<file path="src/rtl/cgs_pkg.sv">
package cgs_pkg;
	// ---------------------------------------------------------------
	// Register offsets on the register access port
	// ---------------------------------------------------------------
	localparam logic [7:0] ADDR_GAIN = 8'h01;
	localparam logic [7:0] ADDR_WAVEFORM_MODE_REG = 8'h02;
	localparam logic [7:0] ADDR_WAVDATA = 8'h03;
	localparam logic [7:0] ADDR_MASK = 8'h04;
	localparam logic [7:0] ADDR_STATUS = 8'h05;

	// ---------------------------------------------------------------
	// Field positions and reset values
	// ---------------------------------------------------------------
	localparam int GAIN_IPGA_LSB = 0;
	localparam int GAIN_RANGE_LSB = 3;
	localparam int GAIN_VPGA_LSB = 5;
	localparam int GAIN_INTEG_BIT = 7;
	localparam int WAV_SRC_LSB = 0;
	localparam int WAV_PHASE_LSB = 3;
	localparam int WAV_RATE_LSB = 5;
	localparam int MASK_WAVE_BIT = 0;
	localparam int STAT_WAVE_BIT = 0;
	localparam logic [7:0] GAIN_RESET = 8'h00;
	localparam logic [7:0] WAVEFORM_MODE_REG_RESET = 8'h00;
	localparam logic [7:0] MASK_RESET = 8'h00;
	localparam logic [2:0] SRC_CURRENT = 3'h0;
	localparam logic [7:0] UNMAPPED_DATA = 8'h00;

	// ---------------------------------------------------------------
	// Sample format and timing
	// ---------------------------------------------------------------
	localparam int SAMPLE_W = 24;
	localparam int NUM_PHASES = 3;
	localparam logic [23:0] FS_POS = 24'h28_51EC;
	localparam logic [23:0] FS_NEG = 24'hD7_AE14;
	localparam int INTEG_SHIFT = 4;
	localparam int CLK_PERIOD_NS = 100;
	localparam int BASE_PERIOD_NS = 38400;
	localparam int BASE_TICK_CYCLES = (BASE_PERIOD_NS + CLK_PERIOD_NS - 1) / CLK_PERIOD_NS;
endpackage

</file>
<file path="src/rtl/cgs_path_if.sv">
`timescale 1ns/1ps
interface cgs_path_if;
	logic integ_en;
	logic in_valid;
	logic [cgs_pkg::NUM_PHASES-1:0][cgs_pkg::SAMPLE_W-1:0] in_data;
	logic out_valid;
	logic [cgs_pkg::NUM_PHASES-1:0][cgs_pkg::SAMPLE_W-1:0] out_data;
	modport ctrl (output integ_en, output in_valid, output in_data,
		input out_valid, input out_data);
	modport path (input integ_en, input in_valid, input in_data,
		output out_valid, output out_data);
endinterface

</file>
<file path="src/rtl/cgs_phase_path.sv">
`timescale 1ns/1ps
module cgs_phase_path (
	input wire logic sys_clk_i,
	input wire logic sys_rst_i,
	cgs_path_if.path pif
);
	// ---------------------------------------------------------------
	// Per-phase integrator and full-scale limiter
	// ---------------------------------------------------------------
	logic [cgs_pkg::NUM_PHASES-1:0][cgs_pkg::SAMPLE_W-1:0] integ;
	logic [cgs_pkg::NUM_PHASES-1:0][cgs_pkg::SAMPLE_W-1:0] next_integ;
	logic [cgs_pkg::NUM_PHASES-1:0][cgs_pkg::SAMPLE_W-1:0] out_data;
	logic [cgs_pkg::NUM_PHASES-1:0][cgs_pkg::SAMPLE_W-1:0] next_out_data;
	logic out_valid;
	logic next_out_valid;

	function automatic logic [23:0] limit_fs(input logic signed [23:0] v);
		if (v > $signed(cgs_pkg::FS_POS)) begin
			limit_fs = cgs_pkg::FS_POS;
		end else if (v < $signed(cgs_pkg::FS_NEG)) begin
			limit_fs = cgs_pkg::FS_NEG;
		end else begin
			limit_fs = v;
		end
	endfunction

	genvar g;
	generate
		for (g = 0; g < cgs_pkg::NUM_PHASES; g++) begin : g_phase
			logic signed [23:0] x;
			logic signed [23:0] y;
			logic signed [23:0] y_step;
			// Leaky accumulator keeps the integrator from running away on offset
			always_comb begin
				x = $signed(pif.in_data[g]);
				y = $signed(integ[g]);
				y_step = y - (y >>> cgs_pkg::INTEG_SHIFT) + (x >>> cgs_pkg::INTEG_SHIFT);
				next_integ[g] = integ[g];
				next_out_data[g] = out_data[g];
				if (pif.in_valid) begin
					next_integ[g] = pif.integ_en ? y_step : 24'h00_0000;
					next_out_data[g] = limit_fs(pif.integ_en ? y_step : x);
				end
			end
		end
	endgenerate

	always_comb begin
		next_out_valid = pif.in_valid;
	end

	always_ff @(posedge sys_clk_i or posedge sys_rst_i) begin
		if (sys_rst_i) begin
			integ <= '0;
			out_data <= '0;
			out_valid <= 1'b0;
		end else begin
			integ <= next_integ;
			out_data <= next_out_data;
			out_valid <= next_out_valid;
		end
	end

	assign pif.out_data = out_data;
	assign pif.out_valid = out_valid;
endmodule

</file>
<file path="src/rtl/cgs_gain_sampler.sv">
`timescale 1ns/1ps
// Behaviour
// - Current amplifier gain 1/2/4 comes from gain register bits 1:0.
// - Gain register bits 4:3 choose current full scale 0.5/0.25/0.125 V.
// - Voltage amplifier gain 1/2/4 comes from gain register bits 6:5.
// - One gain setting serves all three phases of a channel.
// - Gain register bit 7 enables the current integrator, clear bypasses it.
// - Waveform samples are signed 24-bit words at no more than 26.04 kSPS.
// - Current samples are limited to 0x2851EC and 0xD7AE14 at full scale.
// - Source select 000 routes current samples to waveform data at fixed rate.
// - Phase select field picks which phase feeds waveform data.
// - Energy path keeps running while waveform sampling is active.
// - Rate select bits 6:5 give 26.04, 13.02, 6.51 or 3.25 kSPS.
// - With sample-ready mask set, interrupt goes low on each new sample.
// - A sample is read as three bytes, most significant byte first.
// - Interrupt stays low until the host reads the status register or clears the mask.
// - Interrupt is active-low open drain, pulled low only while pending.
module cgs_gain_sampler #(
	parameter int TICK_CYCLES = cgs_pkg::BASE_TICK_CYCLES
) (
	input wire logic sys_clk_i,
	input wire logic sys_rst_i,
	input wire logic reg_wr_i,
	input wire logic reg_rd_i,
	input wire logic [7:0] reg_addr_i,
	input wire logic [7:0] reg_wdata_i,
	output logic [7:0] reg_rdata_o,
	input wire logic cur_adc_valid_i,
	input wire logic [cgs_pkg::NUM_PHASES-1:0][cgs_pkg::SAMPLE_W-1:0] cur_adc_i,
	output logic cur_valid_o,
	output logic [cgs_pkg::NUM_PHASES-1:0][cgs_pkg::SAMPLE_W-1:0] cur_sample_o,
	output logic [1:0] cur_pga_gain_o,
	output logic [1:0] cur_range_o,
	output logic [1:0] volt_pga_gain_o,
	output logic integ_en_o,
	output logic [23:0] waveform_data_o,
	output logic irq_n_o,
	output logic irq_n_oe_o
);
	// ---------------------------------------------------------------
	// Registers
	// ---------------------------------------------------------------
	logic [7:0] channel_gain_config;
	logic [7:0] next_channel_gain_config;
	logic [7:0] waveform_mode_reg;
	logic [7:0] next_waveform_mode_reg;
	logic [7:0] irq_mask;
	logic [7:0] next_irq_mask;
	logic [2:0] waveform_source_select;
	logic [1:0] sample_phase_select;
	logic [1:0] sample_rate_select;
	logic sample_ready_irq_mask;

	always_comb begin
		next_channel_gain_config = channel_gain_config;
		next_waveform_mode_reg = waveform_mode_reg;
		next_irq_mask = irq_mask;
		if (reg_wr_i) begin
			case (reg_addr_i)
				cgs_pkg::ADDR_GAIN: next_channel_gain_config = reg_wdata_i;
				cgs_pkg::ADDR_WAVEFORM_MODE_REG: next_waveform_mode_reg = reg_wdata_i;
				cgs_pkg::ADDR_MASK: next_irq_mask = reg_wdata_i;
				default: next_irq_mask = irq_mask;
			endcase
		end
	end

	always_ff @(posedge sys_clk_i or posedge sys_rst_i) begin
		if (sys_rst_i) begin
			channel_gain_config <= cgs_pkg::GAIN_RESET;
			waveform_mode_reg <= cgs_pkg::WAVEFORM_MODE_REG_RESET;
			irq_mask <= cgs_pkg::MASK_RESET;
		end else begin
			channel_gain_config <= next_channel_gain_config;
			waveform_mode_reg <= next_waveform_mode_reg;
			irq_mask <= next_irq_mask;
		end
	end

	// One field per channel drives every phase of that channel
	assign cur_pga_gain_o = channel_gain_config[cgs_pkg::GAIN_IPGA_LSB +: 2];
	assign cur_range_o = channel_gain_config[cgs_pkg::GAIN_RANGE_LSB +: 2];
	assign volt_pga_gain_o = channel_gain_config[cgs_pkg::GAIN_VPGA_LSB +: 2];
	assign integ_en_o = channel_gain_config[cgs_pkg::GAIN_INTEG_BIT];
	assign waveform_source_select = waveform_mode_reg[cgs_pkg::WAV_SRC_LSB +: 3];
	assign sample_phase_select = waveform_mode_reg[cgs_pkg::WAV_PHASE_LSB +: 2];
	assign sample_rate_select = waveform_mode_reg[cgs_pkg::WAV_RATE_LSB +: 2];
	assign sample_ready_irq_mask = irq_mask[cgs_pkg::MASK_WAVE_BIT];

	// ---------------------------------------------------------------
	// Current path, runs on every converter result
	// ---------------------------------------------------------------
	cgs_path_if pif ();
	assign pif.integ_en = channel_gain_config[cgs_pkg::GAIN_INTEG_BIT];
	assign pif.in_valid = cur_adc_valid_i;
	assign pif.in_data = cur_adc_i;
	assign cur_valid_o = pif.out_valid;
	assign cur_sample_o = pif.out_data;

	cgs_phase_path u_path (
		.sys_clk_i(sys_clk_i),
		.sys_rst_i(sys_rst_i),
		.pif(pif)
	);

	// ---------------------------------------------------------------
	// Sample rate timebase
	// ---------------------------------------------------------------
	logic [15:0] tick_cnt;
	logic [15:0] next_tick_cnt;
	logic [2:0] div_cnt;
	logic [2:0] next_div_cnt;
	logic base_tick;
	logic [2:0] div_mask;
	logic capture;

	always_comb begin
		base_tick = (tick_cnt == 16'(TICK_CYCLES - 1));
		next_tick_cnt = base_tick ? 16'h0000 : tick_cnt + 16'h0001;
		next_div_cnt = base_tick ? div_cnt + 3'h1 : div_cnt;
		div_mask = 3'((4'h1 << sample_rate_select) - 4'h1);
		capture = base_tick && ((div_cnt & div_mask) == 3'h0)
			&& (waveform_source_select == cgs_pkg::SRC_CURRENT)
			&& (sample_phase_select != 2'h3);
	end

	always_ff @(posedge sys_clk_i or posedge sys_rst_i) begin
		if (sys_rst_i) begin
			tick_cnt <= 16'h0000;
			div_cnt <= 3'h0;
		end else begin
			tick_cnt <= next_tick_cnt;
			div_cnt <= next_div_cnt;
		end
	end

	// ---------------------------------------------------------------
	// Waveform capture, byte readout and interrupt
	// ---------------------------------------------------------------
	logic [23:0] waveform_data_reg;
	logic [23:0] next_waveform_data_reg;
	logic [1:0] byte_idx;
	logic [1:0] next_byte_idx;
	logic wave_pending;
	logic next_wave_pending;
	logic irq_oe;
	logic next_irq_oe;
	logic [7:0] rdata;
	logic [7:0] next_rdata;
	logic rd_status;

	always_comb begin
		rd_status = reg_rd_i && (reg_addr_i == cgs_pkg::ADDR_STATUS);
		next_waveform_data_reg = waveform_data_reg;
		next_byte_idx = byte_idx;
		if (reg_rd_i && reg_addr_i == cgs_pkg::ADDR_WAVDATA) begin
			next_byte_idx = (byte_idx == 2'h0) ? 2'h2 : byte_idx - 2'h1;
		end
		if (capture) begin
			next_waveform_data_reg = pif.out_data[sample_phase_select];
			next_byte_idx = 2'h2;
		end
		// A sample arriving with the status read still raises the flag
		next_wave_pending = capture || (wave_pending && !rd_status);
		// Mask taken from its next value so the pin never drives for a masked event
		next_irq_oe = next_wave_pending && next_irq_mask[cgs_pkg::MASK_WAVE_BIT];
		next_rdata = cgs_pkg::UNMAPPED_DATA;
		if (reg_rd_i) begin
			case (reg_addr_i)
				cgs_pkg::ADDR_GAIN: next_rdata = channel_gain_config;
				cgs_pkg::ADDR_WAVEFORM_MODE_REG: next_rdata = waveform_mode_reg;
				cgs_pkg::ADDR_WAVDATA: next_rdata = waveform_data_reg[byte_idx*8 +: 8];
				cgs_pkg::ADDR_MASK: next_rdata = irq_mask;
				cgs_pkg::ADDR_STATUS: next_rdata = 8'(wave_pending) << cgs_pkg::STAT_WAVE_BIT;
				default: next_rdata = cgs_pkg::UNMAPPED_DATA;
			endcase
		end
	end

	always_ff @(posedge sys_clk_i or posedge sys_rst_i) begin
		if (sys_rst_i) begin
			waveform_data_reg <= 24'h00_0000;
			byte_idx <= 2'h2;
			wave_pending <= 1'b0;
			irq_oe <= 1'b0;
			rdata <= 8'h00;
		end else begin
			waveform_data_reg <= next_waveform_data_reg;
			byte_idx <= next_byte_idx;
			wave_pending <= next_wave_pending;
			irq_oe <= next_irq_oe;
			rdata <= next_rdata;
		end
	end

	assign waveform_data_o = waveform_data_reg;
	assign reg_rdata_o = rdata;
	assign irq_n_oe_o = irq_oe;
	assign irq_n_o = 1'b0;

	// ---------------------------------------------------------------
	// Checks
	// ---------------------------------------------------------------
	logic [15:0] gap_cnt;
	logic seen_capture;
	logic [1:0] prev_rate;
	always_ff @(posedge sys_clk_i or posedge sys_rst_i) begin
		if (sys_rst_i) begin
			gap_cnt <= 16'h0000;
			seen_capture <= 1'b0;
			prev_rate <= 2'h0;
		end else begin
			gap_cnt <= capture ? 16'h0000 : gap_cnt + 16'h0001;
			seen_capture <= seen_capture | capture;
			prev_rate <= capture ? sample_rate_select : prev_rate;
		end
	end

	a_ipga_follows: assert property (@(posedge sys_clk_i) disable iff (sys_rst_i)
		(reg_wr_i && reg_addr_i == cgs_pkg::ADDR_GAIN) |=> cur_pga_gain_o == $past(reg_wdata_i[1:0]))
		else $error("current gain not taken from gain bits 1:0");
	a_range_follows: assert property (@(posedge sys_clk_i) disable iff (sys_rst_i)
		(reg_wr_i && reg_addr_i == cgs_pkg::ADDR_GAIN) |=> cur_range_o == $past(reg_wdata_i[4:3]))
		else $error("range not taken from gain bits 4:3");
	a_vpga_follows: assert property (@(posedge sys_clk_i) disable iff (sys_rst_i)
		(reg_wr_i && reg_addr_i == cgs_pkg::ADDR_GAIN) |=> volt_pga_gain_o == $past(reg_wdata_i[6:5]))
		else $error("voltage gain not taken from gain bits 6:5");
	a_bypass_path: assert property (@(posedge sys_clk_i) disable iff (sys_rst_i)
		(cur_adc_valid_i && !integ_en_o && $signed(cur_adc_i[0]) <= $signed(cgs_pkg::FS_POS)
		&& $signed(cur_adc_i[0]) >= $signed(cgs_pkg::FS_NEG)) |=> cur_sample_o[0] == $past(cur_adc_i[0]))
		else $error("bypassed sample altered");
	a_sample_limit: assert property (@(posedge sys_clk_i) disable iff (sys_rst_i)
		$signed(waveform_data_o) <= $signed(cgs_pkg::FS_POS) && $signed(waveform_data_o) >= $signed(cgs_pkg::FS_NEG))
		else $error("waveform sample beyond full scale");
	a_energy_path: assert property (@(posedge sys_clk_i) disable iff (sys_rst_i)
		cur_adc_valid_i |=> cur_valid_o)
		else $error("current path stalled");
	a_source_gate: assert property (@(posedge sys_clk_i) disable iff (sys_rst_i)
		capture |-> waveform_source_select == cgs_pkg::SRC_CURRENT)
		else $error("capture outside current source mode");
	a_phase_pick: assert property (@(posedge sys_clk_i) disable iff (sys_rst_i)
		capture |=> waveform_data_o == $past(cur_sample_o[sample_phase_select]))
		else $error("wrong phase captured");
	a_rate_spacing: assert property (@(posedge sys_clk_i) disable iff (sys_rst_i)
		(capture && seen_capture && prev_rate == sample_rate_select)
		|-> gap_cnt == 16'((TICK_CYCLES << sample_rate_select) - 1))
		else $error("sample spacing wrong for rate");
	a_irq_on_sample: assert property (@(posedge sys_clk_i) disable iff (sys_rst_i)
		(capture && sample_ready_irq_mask && !(reg_wr_i && reg_addr_i == cgs_pkg::ADDR_MASK))
		|=> irq_n_oe_o)
		else $error("no interrupt on new sample");
	a_irq_holds: assert property (@(posedge sys_clk_i) disable iff (sys_rst_i)
		(irq_n_oe_o && !rd_status && !reg_wr_i) |=> irq_n_oe_o)
		else $error("interrupt released without status read");
	a_irq_pending: assert property (@(posedge sys_clk_i) disable iff (sys_rst_i)
		irq_n_oe_o |-> (wave_pending && sample_ready_irq_mask && irq_n_o == 1'b0))
		else $error("interrupt driven without pending event");
	a_msb_first: assert property (@(posedge sys_clk_i) disable iff (sys_rst_i)
		(reg_rd_i && reg_addr_i == cgs_pkg::ADDR_WAVDATA && byte_idx == 2'h2)
		|=> reg_rdata_o == $past(waveform_data_o[23:16]))
		else $error("first byte not most significant");

	c_capture_irq: cover property (@(posedge sys_clk_i) disable iff (sys_rst_i)
		capture && sample_ready_irq_mask);
	c_three_bytes: cover property (@(posedge sys_clk_i) disable iff (sys_rst_i)
		(reg_rd_i && reg_addr_i == cgs_pkg::ADDR_WAVDATA)[*3]);
	c_status_clear: cover property (@(posedge sys_clk_i) disable iff (sys_rst_i)
		irq_n_oe_o && rd_status);
	c_slow_rate: cover property (@(posedge sys_clk_i) disable iff (sys_rst_i)
		capture && sample_rate_select == 2'h3 && integ_en_o);
endmodule

</file>
<file path="config.mk">
export PLATFORM = sky130hd
export DESIGN_NAME = cgs_gain_sampler
export DESIGN_NICKNAME = d
export VERILOG_FILES = /design/src/rtl/cgs_pkg.sv /design/src/rtl/cgs_path_if.sv /design/src/rtl/cgs_phase_path.sv /design/src/rtl/cgs_gain_sampler.sv
export SDC_FILE = /design/constraint.sdc
export NUM_CORES = 1
export LEC_CHECK = 0
export ABC_AREA = 1
export BUFFER_PORTS_ARGS = -buffer_cell sky130_fd_sc_hd__buf_2
export CAP_MARGIN = 5
export CORE_ASPECT_RATIO = 0.9
export CORE_MARGIN = 2
export CORE_UTILIZATION = 55
export DETAILED_ROUTE_END_ITERATION = 10
export PLACE_DENSITY_LB_ADDON = 0.08
export SLEW_MARGIN = 15
export SYNTH_ARGS = -nofsm -noshare
export SYNTH_HDL_FRONTEND = slang
export SYNTH_SLANG_ARGS = --single-unit
</file>
<file path="constraint.sdc">
create_clock -name sys_clk_i -period 17.2 [get_ports sys_clk_i]
set_input_delay 1.72 -clock sys_clk_i [delete_from_list [all_inputs] [get_ports sys_clk_i]]
set_output_delay 1.72 -clock sys_clk_i [all_outputs]
set_load 0.01 [all_outputs]
</file>
==> results.py <==
metrics = {
    "die": {
        "fp.dieH_um": 179,
        "num_io_pins": 207,
        "start_util_pct": 56.2,
        "core_area_sq_um": 33200,
        "fp.dieW_um": 198,
        "die_area_sq_um": 35400,
        "rows": 63,
    },
    "critical_path": {
        "arrival_ps": 6180,
        "reg2reg_from": "u_path.g_phase[2].y[5]",
        "critPathRequiredTime_ps": 17710,
        "cp_max_fo": 12,
        "rr_endpoint": "u_path.pif.out_data[49]",
        "rr_worst_depth": 26,
        "start_kind": "input pin",
        "path_class": "in -> reg",
        "cp-end-kind": "register",
        "r2r_slack_ps": 12340,
    },
    "layout": {
        "finish.utilization_pct": 62.7,
        "drive_gt1_share_pct": 11.3,
        "n_antenna_cell": 0,
        "multiInputGateArea_sq_um": 10600,
        "nets": 3192,
        "fillers": 3200,
        "seq_area_sq_um": 5610,
        "area_delta_synth_final_pct": 11.5,
        "stdcell_count": 3425,
    },
    "logic_synthesis": {
        "netlist_area_sq_um": 18700,
        "yosysUniqueCellTypes": 46,
        "synth_nets": 3037,
        "async_flop_share_pct": 100,
        "avgSynthCellArea_sq_um": 6.68,
        "synth_edf_count": 0,
        "ys_seq_elements": 224,
        "netlist_instances": 2794,
        "synthFlopType": "dfrtp_1",
        "yosysWarnings": 0,
        "seq_area_frac_synth_pct": 30.0,
    },
    "routing": {
        "ant_nets": 0,
        "via_per_inst": 5.45,
        "post_drt_wl_per_cell_um": 17.2,
        "drcViolationCount": 0,
        "firstDrtPassIters": 6,
        "wl_um": 58800,
        "route.vias.total": 18700,
        "drt_iter0_markers": 1575,
    },
    "sta": {
        "final.setup_skew_ps": 13.5,
        "hold_viol_final": 0,
        "setup_viol": 0,
        "worstMarginPinSlew_ps": 1030,
        "holdWs_ps": 475,
        "fmax_mhz": 176,
        "tns_ps": 0,
        "timing.final.crit_share_pct": 33.0,
        "fin_crit_ps": 5670,
        "maxSlewViolCount": 0,
        "maxSlewHeadroom_pct": 31.1,
        "rsz0062_at_grt": "no",
    },
    "flow_run": {
        "drv_cap": 0,
    },
    "clock_network": {
        "postCtsHoldBufs": 0,
        "cts.clk_slew.worst_paths_ps": 60,
        "cts_max_level": 1,
        "ctsResizeCount": 0,
        "ctsLongestPathBuffers": 3,
        "cts_tree": "built",
        "cts.sinks": 224,
        "cts-root-buf": "clkbuf_16",
        "clk_latency_ps": 570,
        "cts_made_buffers": 27,
        "post-cts-setup-buffers": 0,
    },
    "grt": {
        "grt_busiest_layer": "met2",
        "antenna_found_initial": 0,
        "use_met1_pct": 46.3,
        "grt_first_pass_wirelength_um": 92900,
        "use_met3_pct": 5.02,
        "grt_pass1_vias": 17700,
        "grt_usage_pct": 33.6,
        "use_met2_pct": 53.5,
        "grt_remaining_overflow": 0,
        "grt_max_degree": 130,
    },
    "pwr": {
        "comb_power_share_pct": 34.6,
        "power.internal_mw": 1.10,
        "sw_frac_of_total_pct": 39.6,
        "power_density_nw_per_um2": 87.4,
        "peakVddDrop_mv": 0.0829,
        "pwr-share-clk_pct": 32.3,
        "seqPwrFrac_pct": 33.1,
        "p_leak_nw": 11.6,
        "switchingPower_uw": 719,
        "power_mw": 1.82,
    },
    "worst_hold_path": {
        "hp-start": "tick_cnt[0]",
        "hold_depth": 1,
        "min_path_type": "reg -> reg",
        "holdPathEnd": "tick_cnt[0]",
    },
    "outcome": {
        "status": "finished clean",
    },
    "placed_design": {
        "dp_cells": 3375,
        "io_buffers": 205,
        "hpwl_um": 45600,
        "gp_congestion": 0.989,
    },
}
[layout by cell type (no fill, tap or decap), types with 3 or more instances in the layout]
cell type / netlist / routed
nand4_1: 48 / 48
ha_1: 81 / 81
xnor2_1: 6 / 6
nor4_1: 8 / 8
dfrtp_1: 223 / 222
a21oi_2: 5 / 5
buf_2: 15 / 205
nor3_2: 5 / 5
a22oi_1: 33 / 33
buf_4: 8 / 7
o21ai_0: 222 / 222
nand2_1: 862 / 862
nand3_1: 145 / 145
clkinvlp_4: 0 / 6
nor2_2: 8 / 9
fa_1: 69 / 69
nand3_2: 6 / 6
o21ai_1: 21 / 21
clkbuf_16: 0 / 27
o211ai_1: 25 / 25
nor2_1: 171 / 170
a21oi_1: 84 / 84
inv_2: 23 / 23
nand3b_1: 29 / 29
xor2_1: 8 / 8
a31oi_1: 6 / 6
clkbuf_1: 50 / 7
inv_1: 530 / 529
o21bai_1: 8 / 8
nor3_1: 34 / 34
o21ai_2: 8 / 8
nand2_2: 19 / 19
inv_6: 0 / 3
[worst max-delay path: stages]
cell and delay [ps]:
buf_2 80, inv_1 60, fa_1 530, inv_1 40
ha_1 350, nand2_1 130, inv_1 70, a21oi_1 190
nand2_1 150, nand2_1 110, nand2_1 80, nand2_1 90
nand2_1 50, nand2_1 60, nand3_1 70, o21ai_1 250
nand2_1 120, nor2_1 140, nand2_1 100, nor3_1 180
nor3_1 70, ha_1 410, nor2_1 660, inv_1 170
a21oi_1 160, nand2_1 70, nand2_1 70
[worst max-delay path by stage]
stage	end	startpoint	cells past startpoint
floorplan	byte_idx[0]	sys_rst_i	1
global placement	u_path.pif.out_data[48]	cur_adc_i[57]	27
detailed placement	u_path.pif.out_data[49]	cur_adc_i[64]	26
CTS	u_path.pif.out_data[49]	cur_adc_i[64]	26
global route	u_path.pif.out_data[49]	cur_adc_i[56]	27
finish	u_path.pif.out_data[49]	cur_adc_i[56]	27
[through the flow]
stage	setup WS [ps]	cell area (sq um)
global placement	11080	19900
floorplan	9350	18700
detailed placement	11060	19900
finish	11530	20800
global route	11050	20800
CTS	11630	20800
[power by group through the flow]
stage	Combinational, mW	Clock (mW)	Sequential (mW)
global placement	0.607	0	0.609
floorplan	0.447	0	0.600
finish	0.630	0.587	0.602
detailed placement	0.617	0	0.610
CTS	0.621	0.597	0.601
global route	0.713	0.616	0.605
[kinds of logic after synthesis]
family / synth area share, %
AO/OA/AOI/OAI: 12.6
XOR/XNOR: 0.657
adder cells (fa/ha/maj): 12.8
buffers and inverters: 13.4
flip-flops: 30.0
other: 0.0201
AND/OR/NAND/NOR: 30.4
[area by class of cell]
cell class / count / area share [%]
repair buffers: 212 / 5.18
inverters: 556 / 10.1
flip-flops and latches: 224 / 27.0
clock inverters: 14 / 0.794
clock buffers: 36 / 3.51
multi-input cells: 1928 / 50.7
well taps: 455 / 2.74
[synth_stat cells (25+ instances only)]
cell / instances / area share, %
nand2_1: 862 / 17
inv_1: 530 / 11
dfrtp_1: 223 / 30
o21ai_0: 222 / 6.0
nor2_1: 171 / 3.4
nand3_1: 145 / 3.9
a21oi_1: 84 / 2.3
ha_1: 81 / 5.4
fa_1: 69 / 7.4
clkbuf_1: 50 / 1.0
nand4_1: 48 / 1.6
nor3_1: 34 / 0.91
a22oi_1: 33 / 1.3
nand3b_1: 29 / 1.2
o211ai_1: 25 / 1.0
[per-layer routing]
layer | wire [um] | part of all wire [%] | vias to the layer above
met5 | 0 | 0 | -
met4 | 2490 | 4.2 | 0
li1 | - | - | 9057
met2 | 26400 | 45 | 696
met1 | 25500 | 43 | 8792
met3 | 4390 | 7.5 | 137
(Power assumes the default switching activity.)
